## src/rtl/spme_regs.vh

```
// Register offsets, field positions, reset values and timing figures of the measurement engine
`ifndef SPME_REGS_VH
`define SPME_REGS_VH

// Register offsets
`define SPME_SETUP_ADDR 8'h00
`define SPME_CAL_ADDR 8'h05

// Measurement setup reset value and field positions
`define SPME_SETUP_RESET 16'h4127
`define SPME_MODE_LSB 0
`define SPME_CT_SHUNT_LSB 3
`define SPME_CT_BUS_LSB 6
`define SPME_AVG_LSB 9

// Conversion durations in microseconds, one per select code
`define SPME_CT0_US 140
`define SPME_CT1_US 204
`define SPME_CT2_US 332
`define SPME_CT3_US 588
`define SPME_CT4_US 1100
`define SPME_CT5_US 2116
`define SPME_CT6_US 4156
`define SPME_CT7_US 8244

// Averaging count as a power of two, per select code
`define SPME_AVG0_SHIFT 4'h0
`define SPME_AVG1_SHIFT 4'h2
`define SPME_AVG2_SHIFT 4'h4
`define SPME_AVG3_SHIFT 4'h6
`define SPME_AVG4_SHIFT 4'h7
`define SPME_AVG5_SHIFT 4'h8
`define SPME_AVG6_SHIFT 4'h9
`define SPME_AVG7_SHIFT 4'hA

// Front end sampling rate and clock rate
`define SPME_SAMPLE_KHZ 500
`define SPME_CLK_MHZ 200

// Result scaling: current divides by 2048, power by 20000
`define SPME_CUR_SHIFT 11
`define SPME_PWR_DIV 20000

`endif

```

## src/rtl/spme_engine.v

```verilog
// Shunt power measurement engine: conversion sequencing, averaging and scaling
// Function
// - Conversion durations from 140us to 8.244ms
// - Shunt and bus durations programmed separately
// - Durations and averaging are fields of setup
// - Average programmable number of results before reporting
// - Front end sampled at nominal 500kHz
// - Power count worth 25 current counts
// - After calibration, results refresh each measurement
// - Without calibration, current and power stay zero
// - Current is shunt times calibration over 2048
// - Power is current times bus over 20000
// - Bus weight 1.25mV, top bit zero
// - Accumulate all four when shunt is enabled, else bus and power only; load only averages
`timescale 1ns/1ps
`include "spme_regs.vh"

module spme_engine #(
  parameter CLK_MHZ = `SPME_CLK_MHZ
) (
  // Clock and reset
  input wire clk_i,
  input wire rst_i,
  // Register write port from the serial interface
  input wire wr_i,
  input wire [7:0] wr_addr_i,
  input wire [15:0] wr_data_i,
  // Front end codes and strobes
  input wire [15:0] shunt_code_i,
  input wire [15:0] bus_code_i,
  output reg fe_sample_o,
  output reg fe_bus_sel_o,
  // Register contents
  output reg [15:0] setup_o,
  output reg [15:0] cal_o,
  output reg [15:0] shunt_o,
  output reg [15:0] bus_o,
  output reg [15:0] current_o,
  output reg [15:0] power_o,
  // Status
  output reg conv_ready_o,
  output reg busy_o
);

  localparam [5:0] S_IDLE = 6'h01;
  localparam [5:0] S_SHUNT = 6'h02;
  localparam [5:0] S_CUR = 6'h04;
  localparam [5:0] S_BUS = 6'h08;
  localparam [5:0] S_PWR = 6'h10;
  localparam [5:0] S_LOAD = 6'h20;

  reg [5:0] state_reg;
  reg trig_reg;
  reg cal_set_reg;
  reg tstart_reg;
  reg [10:0] smp_cnt_reg;
  reg signed [15:0] cur_smp_reg;
  reg [15:0] bus_smp_reg;
  reg signed [31:0] acc_sh_reg;
  reg signed [31:0] acc_bus_reg;
  reg signed [31:0] acc_cur_reg;
  reg signed [31:0] acc_pwr_reg;

  wire t_tick;
  wire t_done;
  wire [2:0] mode = setup_o[`SPME_MODE_LSB +: 3];
  wire shunt_en = mode[0];
  wire bus_en = mode[1];
  wire cont_en = mode[2];
  wire [2:0] ct_sh = setup_o[`SPME_CT_SHUNT_LSB +: 3];
  wire [2:0] ct_bus = setup_o[`SPME_CT_BUS_LSB +: 3];
  wire [3:0] avg_sh = avg_shift(setup_o[`SPME_AVG_LSB +: 3]);
  wire setup_wr = wr_i && (wr_addr_i == `SPME_SETUP_ADDR);
  wire cal_wr = wr_i && (wr_addr_i == `SPME_CAL_ADDR);
  wire last_smp = (smp_cnt_reg == ((11'h001 << avg_sh) - 11'h001));
  wire [15:0] pwr_smp = calc_power(cur_smp_reg, bus_smp_reg);

  // Averaging count as a shift for a select code
  function [3:0] avg_shift;
    input [2:0] sel;
    begin
      case (sel)
        3'h0: avg_shift = `SPME_AVG0_SHIFT;
        3'h1: avg_shift = `SPME_AVG1_SHIFT;
        3'h2: avg_shift = `SPME_AVG2_SHIFT;
        3'h3: avg_shift = `SPME_AVG3_SHIFT;
        3'h4: avg_shift = `SPME_AVG4_SHIFT;
        3'h5: avg_shift = `SPME_AVG5_SHIFT;
        3'h6: avg_shift = `SPME_AVG6_SHIFT;
        default: avg_shift = `SPME_AVG7_SHIFT;
      endcase
    end
  endfunction

  // Current from signed shunt code and calibration value
  function [15:0] calc_current;
    input [15:0] sh;
    input [15:0] cal;
    reg signed [32:0] p;
    begin
      p = $signed(sh) * $signed({1'b0, cal});
      calc_current = p[`SPME_CUR_SHIFT +: 16];
    end
  endfunction

  // Power from current and bus code; fixes the 25x power weight
  function [15:0] calc_power;
    input [15:0] cur;
    input [15:0] bus;
    reg signed [32:0] p;
    reg signed [32:0] q;
    begin
      p = $signed(cur) * $signed({1'b0, bus});
      q = p / `SPME_PWR_DIV;
      calc_power = q[15:0];
    end
  endfunction

  // Average of an accumulator, truncated to a register
  function [15:0] avg_of;
    input [31:0] acc;
    input [3:0] sh;
    reg signed [31:0] a;
    begin
      a = $signed(acc) >>> sh;
      avg_of = a[15:0];
    end
  endfunction

  // Duration timer shared by both measurements
  spme_conv_timer #(
    .CLK_MHZ(CLK_MHZ)
  ) u_timer (
    .clk_i(clk_i),
    .rst_i(rst_i),
    .start_i(tstart_reg),
    .abort_i(setup_wr),
    .ct_sel_i(fe_bus_sel_o ? ct_bus : ct_sh),
    .sample_tick_o(t_tick),
    .done_o(t_done)
  );

  // Setup and calibration registers
  always @(posedge clk_i or posedge rst_i) begin
    if (rst_i) begin
      setup_o <= `SPME_SETUP_RESET;
      cal_o <= 16'h0000;
      cal_set_reg <= 1'b0;
    end else begin
      if (setup_wr) begin
        setup_o <= wr_data_i;
      end
      if (cal_wr) begin
        cal_o <= wr_data_i;
        cal_set_reg <= 1'b1;
      end
    end
  end

  // Front end strobe register
  always @(posedge clk_i or posedge rst_i) begin
    if (rst_i) begin
      fe_sample_o <= 1'b0;
    end else begin
      // A setup write stops the strobe together with the aborted round
      fe_sample_o <= t_tick && !setup_wr;
    end
  end

  // Measurement sequencer, accumulation and result load
  always @(posedge clk_i or posedge rst_i) begin
    if (rst_i) begin
      state_reg <= S_IDLE;
      trig_reg <= 1'b1;
      tstart_reg <= 1'b0;
      fe_bus_sel_o <= 1'b0;
      smp_cnt_reg <= 11'h000;
      cur_smp_reg <= 16'h0000;
      bus_smp_reg <= 16'h0000;
      acc_sh_reg <= 32'h00000000;
      acc_bus_reg <= 32'h00000000;
      acc_cur_reg <= 32'h00000000;
      acc_pwr_reg <= 32'h00000000;
      shunt_o <= 16'h0000;
      bus_o <= 16'h0000;
      current_o <= 16'h0000;
      power_o <= 16'h0000;
      conv_ready_o <= 1'b0;
      busy_o <= 1'b0;
    end else begin
      tstart_reg <= 1'b0;
      // Ready clears on a setup write that is not power-down; no load happens then
      if (setup_wr && (wr_data_i[`SPME_MODE_LSB +: 2] != 2'h0)) begin
        conv_ready_o <= 1'b0;
      end
      if (setup_wr) begin
        // A setup write restarts the sequence and arms a single shot
        state_reg <= S_IDLE;
        trig_reg <= 1'b1;
        busy_o <= 1'b0;
      end else begin
        case (state_reg)
          S_IDLE: begin
            smp_cnt_reg <= 11'h000;
            acc_sh_reg <= 32'h00000000;
            acc_bus_reg <= 32'h00000000;
            acc_cur_reg <= 32'h00000000;
            acc_pwr_reg <= 32'h00000000;
            if ((shunt_en || bus_en) && (trig_reg || cont_en)) begin
              trig_reg <= 1'b0;
              busy_o <= 1'b1;
              tstart_reg <= 1'b1;
              fe_bus_sel_o <= ~shunt_en;
              state_reg <= shunt_en ? S_SHUNT : S_BUS;
            end
          end
          S_SHUNT: begin
            if (t_done) begin
              acc_sh_reg <= acc_sh_reg + {{16{shunt_code_i[15]}}, shunt_code_i};
              cur_smp_reg <= cal_set_reg ? calc_current(shunt_code_i, cal_o) : 16'h0000;
              state_reg <= S_CUR;
            end
          end
          S_CUR: begin
            acc_cur_reg <= acc_cur_reg + {{16{cur_smp_reg[15]}}, cur_smp_reg};
            if (bus_en) begin
              tstart_reg <= 1'b1;
              fe_bus_sel_o <= 1'b1;
              state_reg <= S_BUS;
            end else begin
              state_reg <= S_PWR;
            end
          end
          S_BUS: begin
            if (t_done) begin
              bus_smp_reg <= {1'b0, bus_code_i[14:0]};
              state_reg <= S_PWR;
            end
          end
          S_PWR: begin
            acc_bus_reg <= acc_bus_reg + {16'h0000, bus_smp_reg};
            // Power is signed, so it is sign extended into the accumulator
            acc_pwr_reg <= acc_pwr_reg + (cal_set_reg ?
              {{16{pwr_smp[15]}}, pwr_smp} : 32'h00000000);
            if (last_smp) begin
              state_reg <= S_LOAD;
            end else begin
              // Next sample: period is the sum of enabled durations
              smp_cnt_reg <= smp_cnt_reg + 11'h001;
              tstart_reg <= 1'b1;
              fe_bus_sel_o <= ~shunt_en;
              state_reg <= shunt_en ? S_SHUNT : S_BUS;
            end
          end
          S_LOAD: begin
            if (shunt_en) begin
              shunt_o <= avg_of(acc_sh_reg, avg_sh);
            end
            if (bus_en) begin
              bus_o <= avg_of(acc_bus_reg, avg_sh);
            end
            current_o <= cal_set_reg ? avg_of(acc_cur_reg, avg_sh) : 16'h0000;
            power_o <= cal_set_reg ? avg_of(acc_pwr_reg, avg_sh) : 16'h0000;
            conv_ready_o <= 1'b1;
            busy_o <= 1'b0;
            state_reg <= S_IDLE;
          end
          default: begin
            state_reg <= S_IDLE;
          end
        endcase
      end
    end
  end

endmodule

```

## src/rtl/spme_conv_timer.v

```verilog
// Conversion duration timer and front end sample strobe generator
`timescale 1ns/1ps
`include "spme_regs.vh"

module spme_conv_timer #(
  parameter CLK_MHZ = `SPME_CLK_MHZ
) (
  // Clock and reset
  input wire clk_i,
  input wire rst_i,
  // Control
  input wire start_i,
  input wire abort_i,
  input wire [2:0] ct_sel_i,
  // Status
  output reg sample_tick_o,
  output reg done_o
);

  localparam integer SAMPLE_DIV_FULL = (CLK_MHZ * 1000) / `SPME_SAMPLE_KHZ;
  localparam [15:0] SAMPLE_DIV = SAMPLE_DIV_FULL[15:0];

  reg busy_reg;
  reg [23:0] cnt_reg;
  reg [15:0] div_reg;

  // Cycles for one conversion duration select code
  function [23:0] ct_cycles;
    input [2:0] sel;
    reg [31:0] cyc;
    begin
      case (sel)
        3'h0: cyc = `SPME_CT0_US * CLK_MHZ;
        3'h1: cyc = `SPME_CT1_US * CLK_MHZ;
        3'h2: cyc = `SPME_CT2_US * CLK_MHZ;
        3'h3: cyc = `SPME_CT3_US * CLK_MHZ;
        3'h4: cyc = `SPME_CT4_US * CLK_MHZ;
        3'h5: cyc = `SPME_CT5_US * CLK_MHZ;
        3'h6: cyc = `SPME_CT6_US * CLK_MHZ;
        default: cyc = `SPME_CT7_US * CLK_MHZ;
      endcase
      // Longest duration at the default clock fits in 24 bits
      ct_cycles = cyc[23:0];
    end
  endfunction

  // Duration count and 500 kHz sample strobe while converting
  always @(posedge clk_i or posedge rst_i) begin
    if (rst_i) begin
      busy_reg <= 1'b0;
      cnt_reg <= 24'h000000;
      div_reg <= 16'h0000;
      sample_tick_o <= 1'b0;
      done_o <= 1'b0;
    end else begin
      done_o <= 1'b0;
      sample_tick_o <= 1'b0;
      if (abort_i) begin
        // An aborted conversion must not leave a stale done or strobe behind
        busy_reg <= 1'b0;
      end else if (start_i) begin
        busy_reg <= 1'b1;
        cnt_reg <= ct_cycles(ct_sel_i) - 24'h000001;
        div_reg <= 16'h0000;
      end else if (busy_reg) begin
        if (cnt_reg == 24'h000000) begin
          busy_reg <= 1'b0;
          done_o <= 1'b1;
        end else begin
          cnt_reg <= cnt_reg - 24'h000001;
        end
        if (div_reg == SAMPLE_DIV - 16'h0001) begin
          div_reg <= 16'h0000;
          sample_tick_o <= 1'b1;
        end else begin
          div_reg <= div_reg + 16'h0001;
        end
      end
    end
  end

endmodule

```

## config.mk

```make
export PLATFORM = sky130hd
export DESIGN_NAME = spme_engine
export DESIGN_NICKNAME = d
export VERILOG_FILES = /design/src/rtl/spme_engine.v /design/src/rtl/spme_conv_timer.v
export VERILOG_INCLUDE_DIRS = /design/src /design/src/rtl
export SDC_FILE = /design/constraint.sdc
export NUM_CORES = 2
export LEC_CHECK = 0
export BUFFER_PORTS_ARGS = -buffer_cell sky130_fd_sc_hd__buf_2
export CAP_MARGIN = 20
export CORE_MARGIN = 1.5
export CORE_UTILIZATION = 55
export DETAILED_ROUTE_END_ITERATION = 16
export GPL_TIMING_DRIVEN = 0
export PLACE_DENSITY = 0.73
export REMOVE_ABC_BUFFERS = 1
export SETUP_SLACK_MARGIN = 0.05
export SLEW_MARGIN = 20
export SYNTH_ARGS = -nofsm -noshare
export SYNTH_HDL_FRONTEND = slang
export SYNTH_SLANG_ARGS = --single-unit
```

## constraint.sdc

```tcl
create_clock -name clk_i -period 28.7 [get_ports clk_i]
set_input_delay 1.435 -clock clk_i [delete_from_list [all_inputs] [get_ports clk_i]]
set_output_delay 1.435 -clock clk_i [all_outputs]
set_load 0.01 [all_outputs]
```

=== After elaboration in Yosys (flattened, before gate mapping) ===
Index checks and enable logic that the tools add are counted.

* Register bits after elaboration: 322
* Output and inout bits: 100

* $add $sub $neg: 9
* Multiply operators: 2
* Divide/modulo/power cells: 1
* Eq/ne operators: 29
* Shifts and indexed selects: 5
* Multiplexer cells: 60
* Bitwise operators: 2
* Reduce and logical (&&, ||, !) cells: 36

{| class="wikitable"
|+ Operator list
! operator !! number
|-
| case mux 32 bit (2 select lines) || 4
|-
| case mux 21 bit (7 select lines) || 1
|-
| >>> shifter 32 x 4 -> 16 bit || 4
|-
| 2-to-1 mux 24 bit || 5
|-
| adder 32 bit || 3
|-
| 2-to-1 mux 16 bit || 6
|-
| 2-to-1 mux 32 bit || 2
|-
| subtractor 24 x 1 -> 24 bit, second input constant || 2
|-
| divider 33 x 16 -> 33 bit, second input constant || 1
|-
| adder 32 x 15 -> 32 bit || 1
|-
| multiplier 16 x 16 -> 32 bit || 1
|-
| 2-to-1 mux 6 bit || 5
|-
| case mux 6 bit (5 select lines) || 1
|-
| case mux 4 bit (7 select lines) || 1
|-
| multiplier 16 x 17 -> 27 bit || 1
|-
| 2-to-1 mux 1 bit || 27
|-
| zero test 24 bit || 1
|-
| AND reduction 3 bit || 8
|-
| case mux 11 bit (2 select lines) || 1
|-
| == test 3 bit, second input constant || 6
|-
| adder 16 x 1 -> 16 bit, second input constant || 1
|-
| == test 16 x 9 -> 1 bit, second input constant || 1
|-
| nonzero test 2 bit || 7
|-
| == test 3 x 2 -> 1 bit, second input constant || 4
|-
| other kinds (31) || 50
|}

=== Depth between registers and ports, before layout ===
* Depth in word-level cells: 8
* Depth in mapped cells: 117
* Mapped depth without buffers: 100

=== Cells and area by module ===
A second synthesis with hierarchy kept.

* Cells, all modules: 5419
* Area, all modules: 44714.1 um^2

{| class="wikitable"
|+ Modules (own cells, without submodules)
! module !! instances !! cells an instance !! area an instance (um^2) !! seq. area each (um^2)
|-
| spme_engine || 1 || 5121 || 42099.1 || 6391.1
|-
| spme_conv_timer || 1 || 298 || 2615.0 || 1076.0
|}

=== Worst setup path after synthesis ===
OpenSTA, ideal clock, no wires.

* Kind: reg-to-reg
* Start: register cur_smp_reg[15]
* End: register acc_pwr_reg[25]
* Library setup time: 0.121 ns
* Data arrival time: 25.600 ns
* Slack: 2.979 ns
* Cell stages (with the launch flop): 106
* Path through: dfrtp_1 > clkbuf_1 > nand2_1 > fa_1 > inv_1 > fa_1 > fa_1 > fa_1 > fa_1 > inv_1 > fa_1 > inv_1 > ha_1 > nand2_1 > o31ai_1 > nand4_1 > a31o_1 > and3_1 > (+70 left out) > o21bai_1 > a21oi_1 > o21bai_1 > a21oi_1 > o21bai_1 > a21oi_1 > o21bai_1 > a21oi_1 > o21bai_1 > a21oi_1 > o21bai_1 > a21oi_1 > o21bai_1 > a21oi_1 > o21bai_1 > a21oi_1 > xnor2_1 > a22o_1

* Cells in the longest elaborated chain, start to end: 5

{| class="wikitable"
|+ Ends and longest elaborated chain
! element !! RTL line !! text
|-
| start, declared || spme_engine.v:57 || <nowiki>reg signed [15:0] cur_smp_reg;</nowiki>
|-
| start signal, assigned || spme_engine.v:220 || <nowiki>cur_smp_reg <= cal_set_reg ? calc_current(shunt_code_i, cal_o) : 16'h0000;</nowiki>
|-
| multiplier 16 x 16 -> 32 bit || spme_engine.v:113 || <nowiki>p = $signed(cur) * $signed({1'b0, bus});</nowiki>
|-
| divider 33 x 16 -> 33 bit (no source line) || -- ||
|-
| 2-to-1 mux 32 bit || spme_engine.v:243 || <nowiki>acc_pwr_reg <= acc_pwr_reg + (cal_set_reg ?</nowiki>
|-
| adder 32 bit || spme_engine.v:243 ||
|-
| case mux 32 bit (2 select lines) || spme_engine.v:202 || <nowiki>case (state_reg)</nowiki>
|-
| end signal, assigned || spme_engine.v:243 ||
|-
| end, declared || spme_engine.v:62 || <nowiki>reg signed [31:0] acc_pwr_reg;</nowiki>
|}

Every way passes these cells.
A chain may end at the register's enable or synchronous reset.

=== Final worst setup path ===
* Start: register cur_smp_reg[5]
* End: register acc_pwr_reg[25]

Same word-level chain as after synthesis.

==> reports/metrics.yaml <==
critPathMaxFanout: 17
grt-ovfl-total: 0
cts_root_buf: "clkbuf_16"
hold_viol: 0
synth_edf_count: 0
worst_pin_slew_ns: 1.11
grt_max_degree: 103
regArea_um2: 7540
powerDensity_nw_per_um2: 26.7
syn_avg_cell_area_um2: 8.28
cts_max_level: 2
fillers: 7158
firstDrtPassIters: 5
synth_top_area_frac: 0.190
max_stage_delay_ns: 0.63
path_common_cell: "o21bai_1"
gp_congestion: 0.953
first_global_vias: 40800
via_count: 41700
numPlacedInstances: 6524
worstPathArrival_ns: 28.05
hp-class: "flop to flop"
first_iter_violations: 3318
leakage_nw: 23.7
path_clk_slew_ns: 0.05
setup_tns_ns: 0
netlist_top_cells_area: "fa_1, dfrtp_1, ha_1"
fin_nets: 6303
fin_cells: 6641
multi_input_area_um2: 36000
syn_to_final_growth_pct: 9.07
grtUsageTotal: 0.314
peakVddDrop_mv: 0.0572
finalCritPeriodShare: 0.961
die_area_um2: 85300
outcome: "completed"
max_freq_ghz: 0.0363
clock-skew-final_ns: 0.0145
worstSetupEndpointType: "flop"
crit_path_top_delay_cell: "or4_4"
slew_headroom: 0.254
drt-vias-per-instance: 6.28
antenna_found_initial: 2
finalWirelength_um: 135000
yosysWarnings: 0
port_buffers: 157
die_h_um: 292
drc: 0
num_antenna_cells: 0
start_util: 0.558
ys.flop_type: "dfrtp_1"
synthArstFlopShare: 1.00
fp.dieW_um: 292
numCtsBuffers: 37
startpoint_type: "flop"
clock_latency_ns: 0.59
path_class: "flop to flop"
ant_nets: 0
yosysSeqAreaShare: 0.162
r2r_setup_slack_ns: 1.12
ctsLongestPathBuffers: 3
critPathRequiredTime_ns: 29.17
ys_ff_latch: 298
synth_cells: 5551
finalSetupViolations: 0
synth_cell_types: 139
core_area_um2: 82400
drive_gt1_frac: 0.120
fin_crit_ns: 27.58
finalMaxSlewViolations: 0
row_count: 105
grt_pass1_wl_um: 218000
cts_tree: "done"
routedWlPerCell_um: 20.3
synth_area_um2: 46000
dpl.hpwl_um: 99400
cts_sinks: 298
ios: 159
netlist.top_cell.by_area: "fa_1"
cap_violations: 0
[synth_stat cells, drive strengths merged (15+ instances only)]
| cell | number |
|---|---|
| or3 | 37 |
| clkbuf | 219 |
| nor4 | 28 |
| o31a | 15 |
| a221oi | 21 |
| a22oi | 24 |
| o211ai | 40 |
| o221ai | 24 |
| nand2b | 42 |
| dfrtp | 290 |
| and3 | 34 |
| o21bai | 79 |
| a21boi | 17 |
| a22o | 76 |
| nor2b | 25 |
| nand2 | 632 |
| nor2 | 311 |
| xnor2 | 199 |
| mux2 | 74 |
| a211o | 20 |
| o31ai | 42 |
| o21ai | 328 |
| xor2 | 81 |
| inv | 643 |
| o22ai | 41 |
| a31oi | 50 |
| fa | 436 |
| nand3 | 126 |
| a2111oi | 16 |
| a21o | 54 |
| ha | 266 |
| a211oi | 72 |
| nand4 | 31 |
| or2 | 36 |
| and2 | 267 |
| a21oi | 327 |
| buf | 59 |
| nor3 | 103 |
| mux2i | 72 |
| o21a | 27 |
[critical path, delay by kind of cell, from the launching register on]
kind / cells / cell delay, ns
simple gates: 20 / 7.16
compound gates: 58 / 13.48
fa+ha+maj: 9 / 4.17
mux: 2 / 0.65
buf+inv: 6 / 0.63
xor+xnor: 4 / 0.66
flops: 1 / 0.60
[layout by cell type, fill, tap and decap left out, types with 38 or more instances in the layout]
cell type	n
buf_4	50
xnor2_1	187
buf_2	158
nor3_1	90
nand2_1	626
nand2b_1	41
o22ai_1	38
inv_1	639
a21o_1	52
and2_1	261
nand3_1	125
a31oi_1	46
mux2_2	72
dfrtp_1	257
clkbuf_16	38
a22o_1	76
mux2i_1	71
o21bai_1	79
o21ai_0	293
ha_1	258
fa_1	434
nor2_1	297
a211oi_1	59
xor2_1	74
a21oi_1	305
[kinds of logic (layout without fill, tap and decap cells)]
family | count (synthesis) | count (layout) | synth area share
buffers and inverters | 923 | 940 | 0.0773
other | 1 | 1 | 0.0000816
and+or+nand+nor | 1734 | 1735 | 0.183
adders and majority gates | 716 | 716 | 0.265
DFF | 298 | 298 | 0.162
muxes | 159 | 159 | 0.0402
xor gates and xnor gates | 282 | 282 | 0.0554
AOI/OAI and AO/OA | 1438 | 1440 | 0.216
[final timing paths]
| kind | startpoint | end | cells after the start |
|---|---|---|---|
| min reg2reg | setup_o[14] | setup_o[14] | 2 |
| max | cur_smp_reg[5] | acc_pwr_reg[25] | 99 |
| min | setup_o[14] | setup_o[14] | 2 |
| max in group asynchronous | rst_i | bus_smp_reg[1] | 3 |
| max reg2reg | cur_smp_reg[5] | acc_pwr_reg[25] | 99 |
| min in group asynchronous | rst_i | power_o[1] | 2 |
[layout make-up]
type | instances | area share
clock buffer | 56 | 0.0215
clock inverter | 12 | 0.00379
inverter | 645 | 0.0484
multi-input combinational | 4333 | 0.717
sequential | 298 | 0.150
tap | 1070 | 0.0267
timing repair buffer | 227 | 0.0319
[power breakdown]
group | internal [W] | total [W] | switching, W
logic | 0.000135 | 0.000361 | 0.000227
registers | 0.000444 | 0.000482 | 0.0000374
clock network | 0.000298 | 0.000497 | 0.000200
[routing by layer]
layer | vias up | global-route usage | share of wire
met1 | 20600 | 0.416 | 0.42
li1 | 19200 | - | -
met4 | 4 | 0.117 | 0.037
met2 | 1629 | 0.520 | 0.47
met3 | 334 | 0.0460 | 0.076
met5 | - | 0 | 0.00020
[metrics by stage]
stage	setup slack, ns	power (W)	hold slack [ns]	area, um2	util
after floorplan	0.683	0.000724	0.428	44800	-
after global placement	-5.81	0.000824	0.446	47000	0.570
after detailed placement	-3.55	0.000846	0.457	47600	0.578
after CTS	0.0704	0.00135	0.467	49200	0.598
after global routing	-0.0663	0.00141	0.478	50200	0.609
final	1.12	0.00134	0.464	50200	0.609
[what timing repair did]
| action | 4_1_cts | 5_1_grt |
|---|---|---|
| endpoints found under the setup margin | 23 | 13 |
| cloned | 1 | 2 |
| resized for setup | 70 | 119 |
| hold buffers | 0 | 0 |
| buffers inserted | 9 | 36 |
| pin swaps | 6 | 20 |
No activity file was read; power rests on OpenSTA's default activity.
